File: src/inc/ccib_cfg.svh
// address map, field positions, reset values and timing counts
`ifndef CCIB_CFG_SVH
`define CCIB_CFG_SVH
`define CCIB_ADDR_CFG 8'h07
`define CCIB_ADDR_ON1 8'h08
`define CCIB_ADDR_PER1 8'h09
`define CCIB_ADDR_ON2 8'h0A
`define CCIB_ADDR_PER2 8'h0B
`define CCIB_RST_CFG 8'h1B
`define CCIB_RST_LED 8'h00
`define CCIB_B_AUTO 7
`define CCIB_B_RESTART 6
`define CCIB_B_TIMER 5
`define CCIB_B_CUR_HI 4
`define CCIB_B_CUR_LO 3
`define CCIB_B_USB500 2
`define CCIB_B_USB_OK 1
`define CCIB_B_CHG_EN 0
`define CCIB_B_MODE 7
`define CCIB_CLK_HZ 50000000
`define CCIB_TICK_MS 10
`define CCIB_TICK_CYC (`CCIB_CLK_HZ / 1000 * `CCIB_TICK_MS)
`define CCIB_PER_TICKS 10
`endif

File: src/inc/ccib_pkg.sv
// types shared by the charger configuration block
package ccib_pkg;
    typedef enum logic [1:0] {
        CCIB_CUR_25 = 2'b00,
        CCIB_CUR_50 = 2'b01,
        CCIB_CUR_75 = 2'b10,
        CCIB_CUR_FULL = 2'b11
    } ccib_cur_e;
    typedef enum logic [1:0] {
        CCIB_SRC_NONE = 2'b00,
        CCIB_SRC_AC = 2'b01,
        CCIB_SRC_USB = 2'b10
    } ccib_src_e;
    typedef logic [7:0] ccib_byte_t;
endpackage : ccib_pkg

File: src/hdl/ccib_blinker.sv
// one indicator blinker: on-time in 10 ms steps, period in 100 ms steps
`timescale 1ns/1ps
`include "ccib_cfg.svh"
module ccib_blinker (
    input wire logic mclk,
    input wire logic sys_rst,
    input wire logic clk_en,
    input wire logic tick,
    input wire logic run,
    input wire logic [6:0] on_time,
    input wire logic [6:0] period,
    output logic lit
);
    import ccib_pkg::*;
    logic [10:0] cnt_r;
    logic [10:0] cnt_nxt;
    logic lit_r;
    logic lit_nxt;
    wire [10:0] per_ticks = 11'(period) * 11'(`CCIB_PER_TICKS);
    // a zero field still gives one step, the least on-time and period
    wire [10:0] per_len = (per_ticks == 11'h000) ? 11'(`CCIB_PER_TICKS)
                                                 : per_ticks;
    wire [10:0] on_len = (on_time == 7'h00) ? 11'h001 : 11'(on_time);
    wire wrap = (cnt_r + 11'h001 >= per_len);
    always_comb begin
        cnt_nxt = cnt_r;
        lit_nxt = lit_r;
        if (!run) begin
            cnt_nxt = 11'h000;
            lit_nxt = 1'b0;
        end else if (tick) begin
            cnt_nxt = wrap ? 11'h000 : cnt_r + 11'h001;
            lit_nxt = wrap ? 1'b1 : (cnt_r + 11'h001 < on_len);
        end else if (cnt_r == 11'h000 && !lit_r) begin
            lit_nxt = 1'b1;
        end
    end
    always_ff @(posedge mclk) begin
        if (sys_rst) begin
            cnt_r <= 11'h000;
            lit_r <= 1'b0;
        end else if (clk_en) begin
            cnt_r <= cnt_nxt;
            lit_r <= lit_nxt;
        end
    end
    assign lit = lit_r;
endmodule : ccib_blinker

File: src/hdl/ccib_top.sv
// charger configuration register and two indicator blinkers
// Behaviour
// - with auto-start inhibit clear, a valid source and supply above undervoltage force on and disable wait.
// - with auto-start inhibit set, a present source enables wait and does not force the converters on.
// - while the restart bit is set, all charger timers are cleared and charging restarts.
// - with the timer bit clear, the fast-charge timer is off and status bit 3 shows the taper comparator.
// - with the timer bit set, both timers run unless the restart bit is set, and status bit 3 shows the taper timer.
// - the two current bits select 25, 50, 75 percent or full of the set current.
// - bit 2 picks a 100 mA or 500 mA USB limit and is ignored when USB charging is off.
// - bit 1 clear forbids charging from USB, set allows it.
// - bit 0 gates all charging and AC is preferred when both sources are valid.
// - first indicator modes are charger control, blink, off and always on.
// - first indicator on-time is in 10 ms steps with a 10 ms minimum.
// - first indicator period is in 100 ms steps with a 100 ms minimum.
// - second indicator modes are off, blink, off and always on.
// - second indicator on-time is in 10 ms steps with a 10 ms minimum.
// - second indicator period is in 100 ms steps with a 100 ms minimum.
`timescale 1ns/1ps
`include "ccib_cfg.svh"
module ccib_top (
    input wire logic mclk,
    input wire logic sys_rst,
    input wire logic clk_en,
    input wire logic reg_wr,
    input wire logic [7:0] reg_addr,
    input wire ccib_pkg::ccib_byte_t reg_wdata,
    output ccib_pkg::ccib_byte_t reg_rdata,
    input wire logic ac_valid,
    input wire logic usb_valid,
    input wire logic vcc_above_uvlo,
    input wire logic charger_indicator_req,
    input wire logic taper_cmp,
    input wire logic taper_timer_done,
    output logic force_on,
    output logic wait_enable,
    output logic charger_timers_clear,
    output logic fast_timer_en,
    output logic taper_timer_en,
    output logic taper_status,
    output ccib_pkg::ccib_cur_e charge_current_select,
    output logic usb_limit_500ma,
    output ccib_pkg::ccib_src_e charge_source,
    output logic charge_indicator_output_o,
    output logic charge_indicator_output_oe,
    output logic second_indicator_output_o,
    output logic second_indicator_output_oe
);
    import ccib_pkg::*;
    ccib_byte_t cfg_r;
    ccib_byte_t on1_r;
    ccib_byte_t per1_r;
    ccib_byte_t on2_r;
    ccib_byte_t per2_r;
    ccib_byte_t rdata_r;
    logic [18:0] tick_cnt_r;
    logic tick;
    logic blink1;
    logic blink2;

    wire wr_cfg = reg_wr && reg_addr == `CCIB_ADDR_CFG;
    wire wr_on1 = reg_wr && reg_addr == `CCIB_ADDR_ON1;
    wire wr_per1 = reg_wr && reg_addr == `CCIB_ADDR_PER1;
    wire wr_on2 = reg_wr && reg_addr == `CCIB_ADDR_ON2;
    wire wr_per2 = reg_wr && reg_addr == `CCIB_ADDR_PER2;

    // restart bit is a plain level held by software, not a pulse
    always_ff @(posedge mclk) begin
        if (sys_rst) begin
            cfg_r <= `CCIB_RST_CFG;
            on1_r <= `CCIB_RST_LED;
            per1_r <= `CCIB_RST_LED;
            on2_r <= `CCIB_RST_LED;
            per2_r <= `CCIB_RST_LED;
        end else if (clk_en) begin
            if (wr_cfg) cfg_r <= reg_wdata;
            if (wr_on1) on1_r <= reg_wdata;
            if (wr_per1) per1_r <= reg_wdata;
            if (wr_on2) on2_r <= reg_wdata;
            if (wr_per2) per2_r <= reg_wdata;
        end
    end

    wire [7:0] rd_mux =
        (reg_addr == `CCIB_ADDR_CFG) ? cfg_r :
        (reg_addr == `CCIB_ADDR_ON1) ? on1_r :
        (reg_addr == `CCIB_ADDR_PER1) ? per1_r :
        (reg_addr == `CCIB_ADDR_ON2) ? on2_r :
        (reg_addr == `CCIB_ADDR_PER2) ? per2_r : 8'h00;
    always_ff @(posedge mclk) begin
        if (sys_rst) rdata_r <= 8'h00;
        else if (clk_en) rdata_r <= rd_mux;
    end
    assign reg_rdata = rdata_r;

    // charger controls
    wire auto_inh = cfg_r[`CCIB_B_AUTO];
    wire src_ok = ac_valid || usb_valid;
    wire timer_on = cfg_r[`CCIB_B_TIMER];
    wire chg_en = cfg_r[`CCIB_B_CHG_EN];
    wire usb_ok = cfg_r[`CCIB_B_USB_OK];
    assign force_on = !auto_inh && src_ok && vcc_above_uvlo;
    assign wait_enable = auto_inh;
    assign charger_timers_clear = cfg_r[`CCIB_B_RESTART];
    assign fast_timer_en = timer_on && !cfg_r[`CCIB_B_RESTART];
    assign taper_timer_en = fast_timer_en;
    assign taper_status = timer_on ? taper_timer_done : taper_cmp;
    assign charge_current_select =
        ccib_cur_e'({cfg_r[`CCIB_B_CUR_HI], cfg_r[`CCIB_B_CUR_LO]});
    assign usb_limit_500ma = usb_ok && cfg_r[`CCIB_B_USB500];
    assign charge_source = !chg_en ? CCIB_SRC_NONE :
                           ac_valid ? CCIB_SRC_AC :
                           (usb_valid && usb_ok) ? CCIB_SRC_USB :
                           CCIB_SRC_NONE;

    // 10 ms time base shared by both blinkers
    always_ff @(posedge mclk) begin
        if (sys_rst) tick_cnt_r <= 19'h00000;
        else if (clk_en) tick_cnt_r <= tick ? 19'h00000
                                            : tick_cnt_r + 19'h00001;
    end
    assign tick = (tick_cnt_r == 19'(`CCIB_TICK_CYC - 1));

    wire [1:0] mode1 = {on1_r[`CCIB_B_MODE], per1_r[`CCIB_B_MODE]};
    wire [1:0] mode2 = {on2_r[`CCIB_B_MODE], per2_r[`CCIB_B_MODE]};

    ccib_blinker u_blink1 (
        .mclk(mclk),
        .sys_rst(sys_rst),
        .clk_en(clk_en),
        .tick(tick),
        .run(mode1 == 2'b01),
        .on_time(on1_r[6:0]),
        .period(per1_r[6:0]),
        .lit(blink1)
    );
    ccib_blinker u_blink2 (
        .mclk(mclk),
        .sys_rst(sys_rst),
        .clk_en(clk_en),
        .tick(tick),
        .run(mode2 == 2'b01),
        .on_time(on2_r[6:0]),
        .period(per2_r[6:0]),
        .lit(blink2)
    );

    // open drain: the pin is pulled low only while lit
    wire pg_lit = (mode1 == 2'b00) ? charger_indicator_req :
                  (mode1 == 2'b01) ? blink1 :
                  (mode1 == 2'b11);
    wire second_indicator_output_lit = (mode2 == 2'b01) ? blink2 : (mode2 == 2'b11);
    assign charge_indicator_output_o = 1'b0;
    assign charge_indicator_output_oe = pg_lit;
    assign second_indicator_output_o = 1'b0;
    assign second_indicator_output_oe = second_indicator_output_lit;

    property p_force_on;
        @(posedge mclk) disable iff (sys_rst)
        (!auto_inh && src_ok && vcc_above_uvlo) |-> force_on && !wait_enable;
    endproperty
    a_force_on: assert property (p_force_on)
        else $error("force on missing");
    property p_wait;
        @(posedge mclk) disable iff (sys_rst)
        (auto_inh && src_ok) |-> wait_enable && !force_on;
    endproperty
    a_wait: assert property (p_wait)
        else $error("wait mode not enabled");
    property p_restart;
        @(posedge mclk) disable iff (sys_rst)
        cfg_r[`CCIB_B_RESTART] |-> charger_timers_clear && !fast_timer_en;
    endproperty
    a_restart: assert property (p_restart)
        else $error("timers not cleared on restart");
    property p_taper;
        @(posedge mclk) disable iff (sys_rst)
        !timer_on |-> !fast_timer_en && taper_status == taper_cmp;
    endproperty
    a_taper: assert property (p_taper)
        else $error("taper status source wrong");
    property p_cur_sel;
        @(posedge mclk) disable iff (sys_rst)
        charge_current_select == cfg_r[`CCIB_B_CUR_HI:`CCIB_B_CUR_LO];
    endproperty
    a_cur_sel: assert property (p_cur_sel)
        else $error("charge current select wrong");
    property p_usb_lim;
        @(posedge mclk) disable iff (sys_rst)
        usb_ok |-> usb_limit_500ma == cfg_r[`CCIB_B_USB500];
    endproperty
    a_usb_lim: assert property (p_usb_lim)
        else $error("usb limit wrong");
    property p_usb_block;
        @(posedge mclk) disable iff (sys_rst)
        !usb_ok |-> charge_source != CCIB_SRC_USB && !usb_limit_500ma;
    endproperty
    a_usb_block: assert property (p_usb_block)
        else $error("usb charging not blocked");
    property p_chg_gate;
        @(posedge mclk) disable iff (sys_rst)
        (chg_en && ac_valid) |-> charge_source == CCIB_SRC_AC;
    endproperty
    a_chg_gate: assert property (p_chg_gate)
        else $error("ac source not preferred");
    property p_pg_on;
        @(posedge mclk) disable iff (sys_rst)
        (mode1 == 2'b11) |-> charge_indicator_output_oe;
    endproperty
    a_pg_on: assert property (p_pg_on)
        else $error("first indicator not held on");
    property p_pg_off;
        @(posedge mclk) disable iff (sys_rst)
        (mode1 == 2'b10) |-> !charge_indicator_output_oe;
    endproperty
    a_pg_off: assert property (p_pg_off)
        else $error("first indicator not off");
    property p_second_indicator_output_off;
        @(posedge mclk) disable iff (sys_rst)
        (mode2 == 2'b10 || mode2 == 2'b00) |-> !second_indicator_output_oe;
    endproperty
    a_second_indicator_output_off: assert property (p_second_indicator_output_off)
        else $error("second indicator not off");
endmodule : ccib_top

File: config.mk
export PLATFORM = sky130hd
export DESIGN_NAME = ccib_top
export DESIGN_NICKNAME = d
export VERILOG_FILES = /design/src/inc/ccib_pkg.sv /design/src/hdl/ccib_blinker.sv /design/src/hdl/ccib_top.sv
export VERILOG_INCLUDE_DIRS = /design/src /design/src/inc
export SDC_FILE = /design/constraint.sdc
export NUM_CORES = 1
export LEC_CHECK = 0
export BUFFER_PORTS_ARGS = -buffer_cell sky130_fd_sc_hd__buf_2
export CORE_UTILIZATION = 60
export DETAILED_ROUTE_END_ITERATION = 8
export MAX_ROUTING_LAYER = met4
export PLACE_DENSITY = 0.83
export SKIP_LAST_GASP = 1
export SYNTH_ARGS = -nofsm -noshare
export SYNTH_HDL_FRONTEND = slang
export SYNTH_SLANG_ARGS = --single-unit
export TNS_END_PERCENT = 50
File: constraint.sdc
create_clock -name mclk -period 11.45 [get_ports mclk]
set_input_delay 1.145 -clock mclk [delete_from_list [all_inputs] [get_ports mclk]]
set_output_delay 1.145 -clock mclk [all_outputs]
set_load 0.01 [all_outputs]
# Yosys cells after proc, flatten, opt, wreduce, memory -nomap -nowiden
# Index checks and enable logic that the tools add are counted.
totals:
  mem_bits_rw: 0
  latch_bits: 0
  in_bits: 26
  rom_bits: 0
  memories: 0
  register_bits: 91
  word_cells: 98
  out_inout_bits: 23
op_classes:
  n_reduce_logical: 33
  muxes: 31
  div: 0
  n_addsub: 3
  bitwise_logic: 0
  magnitude_cmp: 4
  n_mul: 2
  eq_ne: 14
  n_shift: 0
ops:
  columns: ["operator", "count"]
  rows:
  - ["2-to-1 mux 11 bit", 8]
  - ["logical NOT 11 bit", 4]
  - ["2-to-1 mux 8 bit", 5]
  - ["equality test 8 x 4 -> 1 bit, second input constant", 4]
  - ["adder 11 x 1 -> 11 bit, second input constant", 2]
  - [">= comparator 11 bit", 2]
  - ["< comparator 11 bit", 2]
  - ["multiplier 7 x 3 -> 10 bit, second input constant", 2]
  - ["adder 19 x 1 -> 19 bit, second input constant", 1]
  - ["equality test 19 bit, second input constant", 1]
  - ["2-to-1 mux 19 bit", 1]
  - ["AND reduction 2 bit", 9]
  - ["logical NOT 7 bit", 2]
  - ["2-to-1 mux 7 bit", 2]
  - ["logical AND 1 bit", 12]
  - ["2-to-1 mux 1 bit", 12]
  - ["equality test 8 x 3 -> 1 bit, second input constant", 1]
  - ["2-to-1 mux 2 bit", 3]
  - ["!= test 3 bit, second input constant", 2]
  - ["equality test 2 x 1 -> 1 bit, second input constant", 2]
  - ["equality test 2 bit, second input constant", 2]
  - ["logical NOT 1 bit", 4]
  - ["!= test 2 bit, second input constant", 2]
  - ["logical NOT 2 bit", 1]
  - ["logical OR 1 bit", 1]

# Depth between registers and ports, before layout
# Gate-level depths: netlist (run 1).
logic_depth:
  depth_word: 7
  mapped_depth: 16
  ltp_nobuf: 16

# Cells and area by module
# Synthesis (run 1) repeated with hierarchy kept, for this count alone.
unflattened:
  cells_unflattened: 685
  hier_area_um2: 6012.0
modules_own_cells:
  columns: ["module", "instances", "seq_area_each_um2", "cells_each", "area_per_inst_um2"]
  rows:
  - ["ccib_top", 1, 1341.3, 346, 3198.1]
  - ["ccib_blinker (u_blink2)", 1, 240.2, 172, 1416.4]
  - ["ccib_blinker (u_blink1)", 1, 240.2, 167, 1397.6]

# Least setup slack after synthesis (run 1)
# Ideal clock, no wire load.
synth_path:
  kind: "flip-flop to flip-flop"
  startpoint: "reg per1_r[1]"
  endpoint: "reg u_blink1.cnt_r[0]"
  required_time_ns: 11.377
  t_arrival_ns: 3.727
  path_stages_with_launch: 16
  setup_time_ns: 0.073
  slack_ns: 7.650
  n_path_buf: 0
  synth_period_minus_slack_ns: 3.800
  path_cell_list: "dfxtp_1 -> ha_1 -> ha_1 -> fa_1 -> a21o_1 -> a21oi_1 -> xor2_1 -> and4b_1 -> or2_2 -> ha_1 -> and4_1 -> nor3_1 -> o211ai_1 -> a2111oi_4 -> nor2_1 -> nor3_2"
synth_via:
  elab_chain_cells: 7
synth_rtl:
  columns: ["item", "line_no", "text"]
  rows:
  - ["start, declared", "ccib_top.sv:51", "ccib_byte_t per1_r;"]
  - ["start signal, assigned", "ccib_top.sv:71", "per1_r <= `CCIB_RST_LED;"]
  - ["start signal, assigned", "ccib_top.sv:77", "if (wr_per1) per1_r <= reg_wdata;"]
  - ["multiplier 7 x 3 -> 10 bit (*)", "ccib_blinker.sv:19", "wire [10:0] per_ticks = 11'(period) * 11'(`CCIB_PER_TICKS);"]
  - ["logical NOT 11 bit", "ccib_blinker.sv:21", "wire [10:0] per_len = (per_ticks == 11'h000) ? 11'(`CCIB_PER_TICKS)"]
  - ["2-to-1 mux 11 bit (*)", "ccib_blinker.sv:21", null]
  - [">= comparator 11 bit (*)", "ccib_blinker.sv:24", "wire wrap = (cnt_r + 11'h001 >= per_len);"]
  - ["2-to-1 mux 11 bit (*)", "ccib_blinker.sv:32", "cnt_nxt = wrap ? 11'h000 : cnt_r + 11'h001;"]
  - ["2-to-1 mux 11 bit (*)", "ccib_blinker.sv:31", "end else if (tick) begin"]
  - ["2-to-1 mux 11 bit (*)", "ccib_blinker.sv:28", "if (!run) begin"]
  - ["end signal, assigned", "ccib_blinker.sv:43", "cnt_r <= cnt_nxt;"]
  - ["end, declared", "ccib_blinker.sv:15", "logic [10:0] cnt_r;"]
# Every way passes the cells marked *; elsewhere a longest branch is shown, timed or not. The select of a mux whose other input is x is not followed.
# A chain may end at the register's enable or synchronous reset.

# Final worst setup path (run 1)
layout_path:
  startpoint: "reg per2_r[1]"
  endpoint: "reg u_blink2.cnt_r[8]"
layout_via:
  elab_chain_cells: 7
layout_rtl:
  columns: ["item", "line_no", "text"]
  rows:
  - ["start, declared", "ccib_top.sv:53", "ccib_byte_t per2_r;"]
  - ["start signal, assigned", "ccib_top.sv:73", "per2_r <= `CCIB_RST_LED;"]
  - ["start signal, assigned", "ccib_top.sv:79", "if (wr_per2) per2_r <= reg_wdata;"]
  - ["multiplier 7 x 3 -> 10 bit (*)", "ccib_blinker.sv:19", null]
  - ["logical NOT 11 bit", "ccib_blinker.sv:21", null]
  - ["2-to-1 mux 11 bit (*)", "ccib_blinker.sv:21", null]
  - [">= comparator 11 bit (*)", "ccib_blinker.sv:24", null]
  - ["2-to-1 mux 11 bit (*)", "ccib_blinker.sv:32", null]
  - ["2-to-1 mux 11 bit (*)", "ccib_blinker.sv:31", null]
  - ["2-to-1 mux 11 bit (*)", "ccib_blinker.sv:28", null]
  - ["end signal, assigned", "ccib_blinker.sv:43", null]
  - ["end, declared", "ccib_blinker.sv:15", null]
# Marked as above.

==> run metrics, run 1 <==
Reg2Reg Setup Slack=7.02 ns; diodes inserted=0; Cells after Synth=674; Final Cell Area=0.00634 mm2; Die X=101 um; reg2reg path depth=15; Crit path max-delay family=compound AO/OA/AOI/OAI gates; Core ar.=0.00937 mm2; total grt overflow=0; Hold Path Class=register to register; CP Cell Sequence=ha_1 -> ha_1 -> fa_1 -> a21o_1 -> a21oi_1 -> nor2b_1 -> o21ai_0 -> a41oi_1 -> ha_1 -> a211oi_1 -> nor2_1 -> a2111oi_0 -> o2111ai_1 -> o21bai_1 -> a21o_1; Boundary Pins=49; clk_skew=0.00852 ns; worst min-delay path endpoint=reg_rdata[4]$_SDFFE_PP0P_; post-synth cell types=65; PortBufs=46; CTS H-tree lvls=3; sequential-to-total area share from yosys stat=30.9%; Setup Buffers After CTS=0; share of the synthesized area in the top cell type=30.9%; HP Start=reg_rdata[4]$_SDFFE_PP0P_; Setup crit end kind=register; pin count of the biggest net entering global routing=66; Crit Path Class=register to register; total routed wirelength=13900 um; Nets=787; RSZ-0062 raised after global routing=no; DR WL/cell=16.6 um; Slew headroom=22.0%; most frequent cells in the layout=nor2_1 (102), dfxtp_1 (91), ha_1 (57); Longest Clk Path Bufs=2; Max Cap Viol=0; leakage power=2.62 nW; placed cell area=0.00617 mm2; vias in the first global route=4884; Clock transition at path regs=0.09 ns; Data arrival, critical path=4.75 ns; Max Clk Rate=0.226 GHz; mapped cell area=0.00589 mm2; hold_ws=0.489 ns; die height=101 um; yosys warns=0; final hold viol count=0; final count of pins violating max slew=0; antenna-violating nets left=0; worst-path fanout max=14; Worst R2R Start=per2_r[1]$_SDFFE_PP0P_; clock sinks=91; RR Endpoint=u_blink2.cnt_r[8]$_SDFFE_PP0P_; most used cell, CP=ha_1; Peak VDD IR=0.0526 mV; Synth Flop Type=dfxtp_1; Post-Syn Area per Cell=8.75 um2; initial DRC count=292; Tot GR Track Use=30.0%; CTS Hold Bufs=0; initial antenna violation count=0; DRC viols=0; clock latency on the worst-skew pair=0.36 ns; Synth async-reset ratio=0%; Pwr per Cell Area=86.3 mW/mm2; Final Wtd Congestion=0.893; Hold Path Stages=2; Layout area overhead=7.49%; run status=finished, final reports clean; global-route wire length before repair=23300 um; share of post-route cells with drive strength above 1=12.9%; slowest stage delay, CP=0.55 ns; Req. time, crit path=11.76 ns; CTS tree=yes; Crit path buffers/inverters=0; Post-synth EDFFs=0; Final Util=67.6%; CP max-delay cell=o2111ai_1; Row Count=35; CTS resizes=0; final period utilization=38.7%; Total Neg Setup Slack=0 ns; Die ar.=0.0102 mm2; Area contributors post-synth=dfxtp_1 (31%), ha_1 (12%), nor2_1 (6.5%); setup violators final=0; synthesis-stage register bit count=91; Num CTS Buffers=9; commonest non-fill, non-tap cell in the layout=nor2_1; vias per inst=6.01; clk root buf=clkbuf_8; Setup crit start kind=register; starting density of the core=62.9%; via count=5025; DP HPWL=10500 um; leading area contributor after synthesis=dfxtp_1; Slew @ Worst Pin=1.17 ns; Final min period=4.43 ns; First-pass DRT Iterations=5
[layout make-up]
type	instances	area, um2
clock buffer	10	128
clock inverter	6	41.3
fill	792	3040
inverter	27	101
multi-input combinational	524	3830
sequential	91	1820
tap	129	161
timing repair buffer	49	253
[where the power goes]
| group | internal [mW] | switching [mW] | leakage, nW | total, mW |
|---|---|---|---|---|
| registers | 0.318 | 0.00146 | 0.735 | 0.320 |
| logic | 0.0102 | 0.0199 | 1.81 | 0.0302 |
| clock network | 0.0790 | 0.118 | 0.0787 | 0.197 |
[cell families (layout without fill, tap and decap cells)]
family          after synthesis  in the layout  synth area share, %
simple gates                263            263                 23.5
compound gates              114            114                 14.5
flops                        91             91                 30.9
buf+inv                      60             92                 4.29
fa+ha+maj                    59             59                 12.8
mux                          46             46                 7.98
xor+xnor                     40             40                 5.94
other cells                   1              2               0.0636
[how the worst max path moves through the flow]
stage                            from                        endpoint  slack, ns  cells after the start
6_report       per2_r[1]$_SDFFE_PP0P_  u_blink2.cnt_r[8]$_SDFFE_PP0P_       7.02                     15
5_1_grt        per2_r[1]$_SDFFE_PP0P_  u_blink2.cnt_r[8]$_SDFFE_PP0P_       6.55                     15
4_1_cts        per2_r[1]$_SDFFE_PP0P_  u_blink2.cnt_r[5]$_SDFFE_PP0P_       7.03                     15
3_5_place_dp   per2_r[1]$_SDFFE_PP0P_  u_blink2.cnt_r[5]$_SDFFE_PP0P_       7.06                     15
3_3_place_gp   per2_r[1]$_SDFFE_PP0P_  u_blink2.cnt_r[8]$_SDFFE_PP0P_       7.27                     15
2_1_floorplan  per1_r[1]$_SDFFE_PP0P_  u_blink1.cnt_r[0]$_SDFFE_PP0P_       7.65                     15
[cell usage after synthesis, types with 8 or more instances]
master and instances:
inv_1 27, o21ai_1 8, mux2i_1 38, and2_1 8
nand3_1 12, nand2b_1 9, a221oi_1 8, a21o_1 12
nor4_1 10, clkbuf_1 18, ha_1 57, nor3_1 9
nor2_1 102, dfxtp_1 91, xnor2_1 22, xor2_1 18
nor2b_1 14, nand2_1 42, a22oi_1 14, nand4_1 16
a211oi_1 12, a21oi_1 17, and4_1 9, mux2_2 8
[per-layer routing]
layer	track usage (%)	share of wire, %	vias to the layer above	routed length [um]
met5	-	0	-	0
met4	11.7	2.6	0	367
met3	3.74	5.2	30	723
met2	50.0	48	147	6620
met1	36.8	44	2379	6150
li1	-	-	2469	-
[sequential cells by signal, summed over array words and instances (netlist names)]
register	count
per2_r	8
tick_cnt_r	19
cfg_r	8
reg_rdata	8
u_blink1.lit	1
on2_r	8
on1_r	8
u_blink2.lit	1
u_blink2.cnt_r	11
per1_r	8
u_blink1.cnt_r	11
[metrics by stage]
| step | cells | worst slack [ns] | total power, mW |
|---|---|---|---|
| after detailed placement | 820 | 7.06 | 0.357 |
| after floorplan | 675 | 7.65 | 0.345 |
| after global placement | 820 | 7.27 | 0.356 |
| after global routing | 836 | 6.55 | 0.570 |
| after CTS | 836 | 7.03 | 0.550 |
| final | 836 | 7.02 | 0.547 |
[worst min-delay path, cell delays in order, from the launching register on]
cell and delay, ns:
dfxtp_1 0.32, nor2_1 0.08, a211oi_1 0.05
Note: power is estimated with default switching activity, not from simulation.
==> run 2, diff against run 1 <==
==> constraint.sdc (replaced) <==
create_clock -name mclk -period 4.1 [get_ports mclk]
set_input_delay 0.41 -clock mclk [delete_from_list [all_inputs] [get_ports mclk]]
set_output_delay 0.41 -clock mclk [all_outputs]
set_load 0.01 [all_outputs]
==> run 2 against run 1 <==
Compared with the run above: clock power rose to 3.3 times the previous value; sequential share of layout area down 0.52 points; setup slack worse by 6.8 ns; routed wire length rose by 6.1%; critical path depth rose by 2; design area increased by 2.1%; sequential cell count unchanged; maximum frequency rose by 13%; clock skew increased by 0.0064 ns; via count up 2.8%; power rose to 3.0 times the previous value; largest power group unchanged; highest routed layer unchanged.
==> run metrics, run 2 (same netlist as run 1, synthesis figures left out) <==
Non-Filler Instances=845 (+1.1%); vias per inst=6.11 (+1.7%); CP Cell Sequence=ha_1 -> ha_1 -> fa_1 -> a21o_1 -> a21oi_2 -> xor2_1 -> and2_1 -> a41oi_1 -> ha_1 -> a211oi_1 -> nor2_1 -> a2111oi_2 -> buf_4 -> o2111ai_1 -> buf_4 -> nor3b_2 -> a21o_1; clk root buf=clkbuf_8; Nets=796 (+1.1%); final period utilization=95.6% (+57 points); clock sinks=91 (unchanged); share of post-route cells with drive strength above 1=15.5% (+2.6 points); Hold Path Stages=2 (unchanged); Setup WS post-layout=0.181 ns (-6.83 ns); worst min-delay path endpoint=cfg_r[4]$_SDFFE_PP1P_; Slew @ Worst Pin=0.837 ns (-0.330 ns); total routed wirelength=14700 um (+6.1%); Pwr per Cell Area=251 mW/mm2 (+190%); most used cell, CP=ha_1; Data arrival, critical path=4.24 ns (-0.51 ns); HP Start=reg_wdata[4]; Num CTS Buffers=9 (unchanged); run status=finished, final reports clean; leakage power=2.68 nW (+2.3%); Crit path buffers/inverters=2 (+2); Final min period=3.92 ns (-0.516 ns); commonest non-fill, non-tap cell in the layout=nor2_1; Die ar.=0.0102 mm2 (unchanged); initial antenna violation count=0 (unchanged); slowest stage delay, CP=0.42 ns (-0.13 ns); placed insts=826 (+0.73%); Worst R2R Start=per2_r[1]$_SDFFE_PP0P_; largest register by flop count=tick_cnt_r; Final Wtd Congestion=0.913 (+2.1%); CTS tree=yes; CP max-delay cell=fa_1; clk_skew=0.0149 ns (+0.00640 ns); Reg2Reg Setup Slack=0.18 ns (-6.83 ns); DRC viols=0 (unchanged); antenna-violating nets left=0 (unchanged); DP HPWL=10900 um (+4.6%); starting density of the core=62.9% (unchanged); Die X=101 um (unchanged); total grt overflow=0 (unchanged); global-route wire length before repair=24500 um (+5.0%); worst-path fanout max=14 (unchanged); Boundary Pins=49 (unchanged); Crit Path Class=register to register; Clock transition at path regs=0.10 ns (about the same); Longest Clk Path Bufs=2 (unchanged); CTS H-tree lvls=3 (unchanged); First-pass DRT Iterations=5 (unchanged); Slew headroom=44.2% (+22 points); Core ar.=0.00937 mm2 (unchanged); final hold viol count=0 (unchanged); DR WL/cell=17.4 um (+5.0%); Hold Path Class=input port to register; via count=5165 (+2.8%); Max Clk Rate=0.255 GHz (+13%); Peak VDD IR=0.156 mV (+200%); Layout area overhead=9.76%; PortBufs=46 (unchanged); Row Count=35 (unchanged); clock latency on the worst-skew pair=0.37 ns (about the same); Critical Path Source=per2_r[1]$_SDFFE_PP0P_; Setup crit end kind=register; Req. time, crit path=4.42 ns (-7.34 ns); Max Cap Viol=0 (unchanged); Pwr Total=1.63 mW (+200%); setup violators final=0 (unchanged); initial DRC count=282 (-3.4%); CTS Hold Bufs=0 (unchanged); flip-flop count of the largest register after layout=19 (unchanged); RR Endpoint=u_blink2.cnt_r[2]$_SDFFE_PP0P_; Crit path max-delay family=compound AO/OA/AOI/OAI gates; Largest regs=tick_cnt_r: 19 flops, u_blink1.cnt_r: 11 flops, u_blink2.cnt_r: 11 flops; vias in the first global route=5069 (+3.8%); diodes inserted=0 (unchanged); Tot GR Track Use=31.5% (+1.5 points); Setup crit start kind=register; final count of pins violating max slew=0 (unchanged); Total Neg Setup Slack=0 ns (unchanged); pin count of the biggest net entering global routing=40 (-39%); reg2reg path depth=17 (+2); die height=101 um (unchanged); worst slack, placed=-0.0498 ns (-7.11 ns); most frequent cells in the layout=nor2_1 (102), dfxtp_1 (87), ha_1 (56)
## run 2: power by group
| group | switching [mW] | leakage (nW) | total (mW) | internal (mW) |
|---|---|---|---|---|
| combinational | 0.0568 | 1.85 | 0.0856 | 0.0288 |
| sequential | 0.00412 | 0.737 | 0.893 | 0.889 |
| clock | 0.357 | 0.0939 | 0.646 | 0.289 |
| total | 0.418 | 2.68 | 1.63 | 1.21 |
## run 2: area by class of cell
type	count	area, um2
Multi-Input combinational cell	524	3860
Fill cell	788	2900
Sequential cell	91	1830
Timing Repair Buffer	58	320
Tap cell	129	161
Clock buffer	10	128
Inverter	27	101
Clock inverter	6	71.3
## run 2: metal layers
| metal | part of all wire, % | global-route usage, % |
|---|---|---|
| met5 | 0 | - |
| met4 | 3.7 | 14.7 |
| met3 | 5.2 | 3.74 |
| met2 | 48 | 51.3 |
| met1 | 43 | 38.9 |
## run 2: what timing repair did
item,4_1_cts,5_1_grt
endpoints found under the setup margin,16,23
pin swaps,1,5
gates cloned,0,0
setup buffers,1,2
endpoints found under the hold margin,0,0
resized for setup,2,12
## run 2: how the worst max path moves through the flow
stage | endpoint | cells after the start
3_3_place_gp | u_blink2.cnt_r[2]$_SDFFE_PP0P_ | 17
5_1_grt | u_blink1.cnt_r[2]$_SDFFE_PP0P_ | 15
2_1_floorplan | u_blink1.cnt_r[0]$_SDFFE_PP0P_ | 15
3_5_place_dp | u_blink2.cnt_r[2]$_SDFFE_PP0P_ | 17
4_1_cts | u_blink1.cnt_r[2]$_SDFFE_PP0P_ | 15
6_report | u_blink2.cnt_r[2]$_SDFFE_PP0P_ | 17
## run 2: through the flow
step / hold WS, ns / cell area [um2] / util (%)
2_1_floorplan: 0.464 / 5900 / -
3_3_place_gp: 0.475 / 6210 / 66.3
3_5_place_dp: 0.482 / 6210 / 66.3
4_1_cts: 0.353 / 6420 / 68.5
5_1_grt: 0.364 / 6470 / 69.0
6_report: 0.359 / 6470 / 69.0
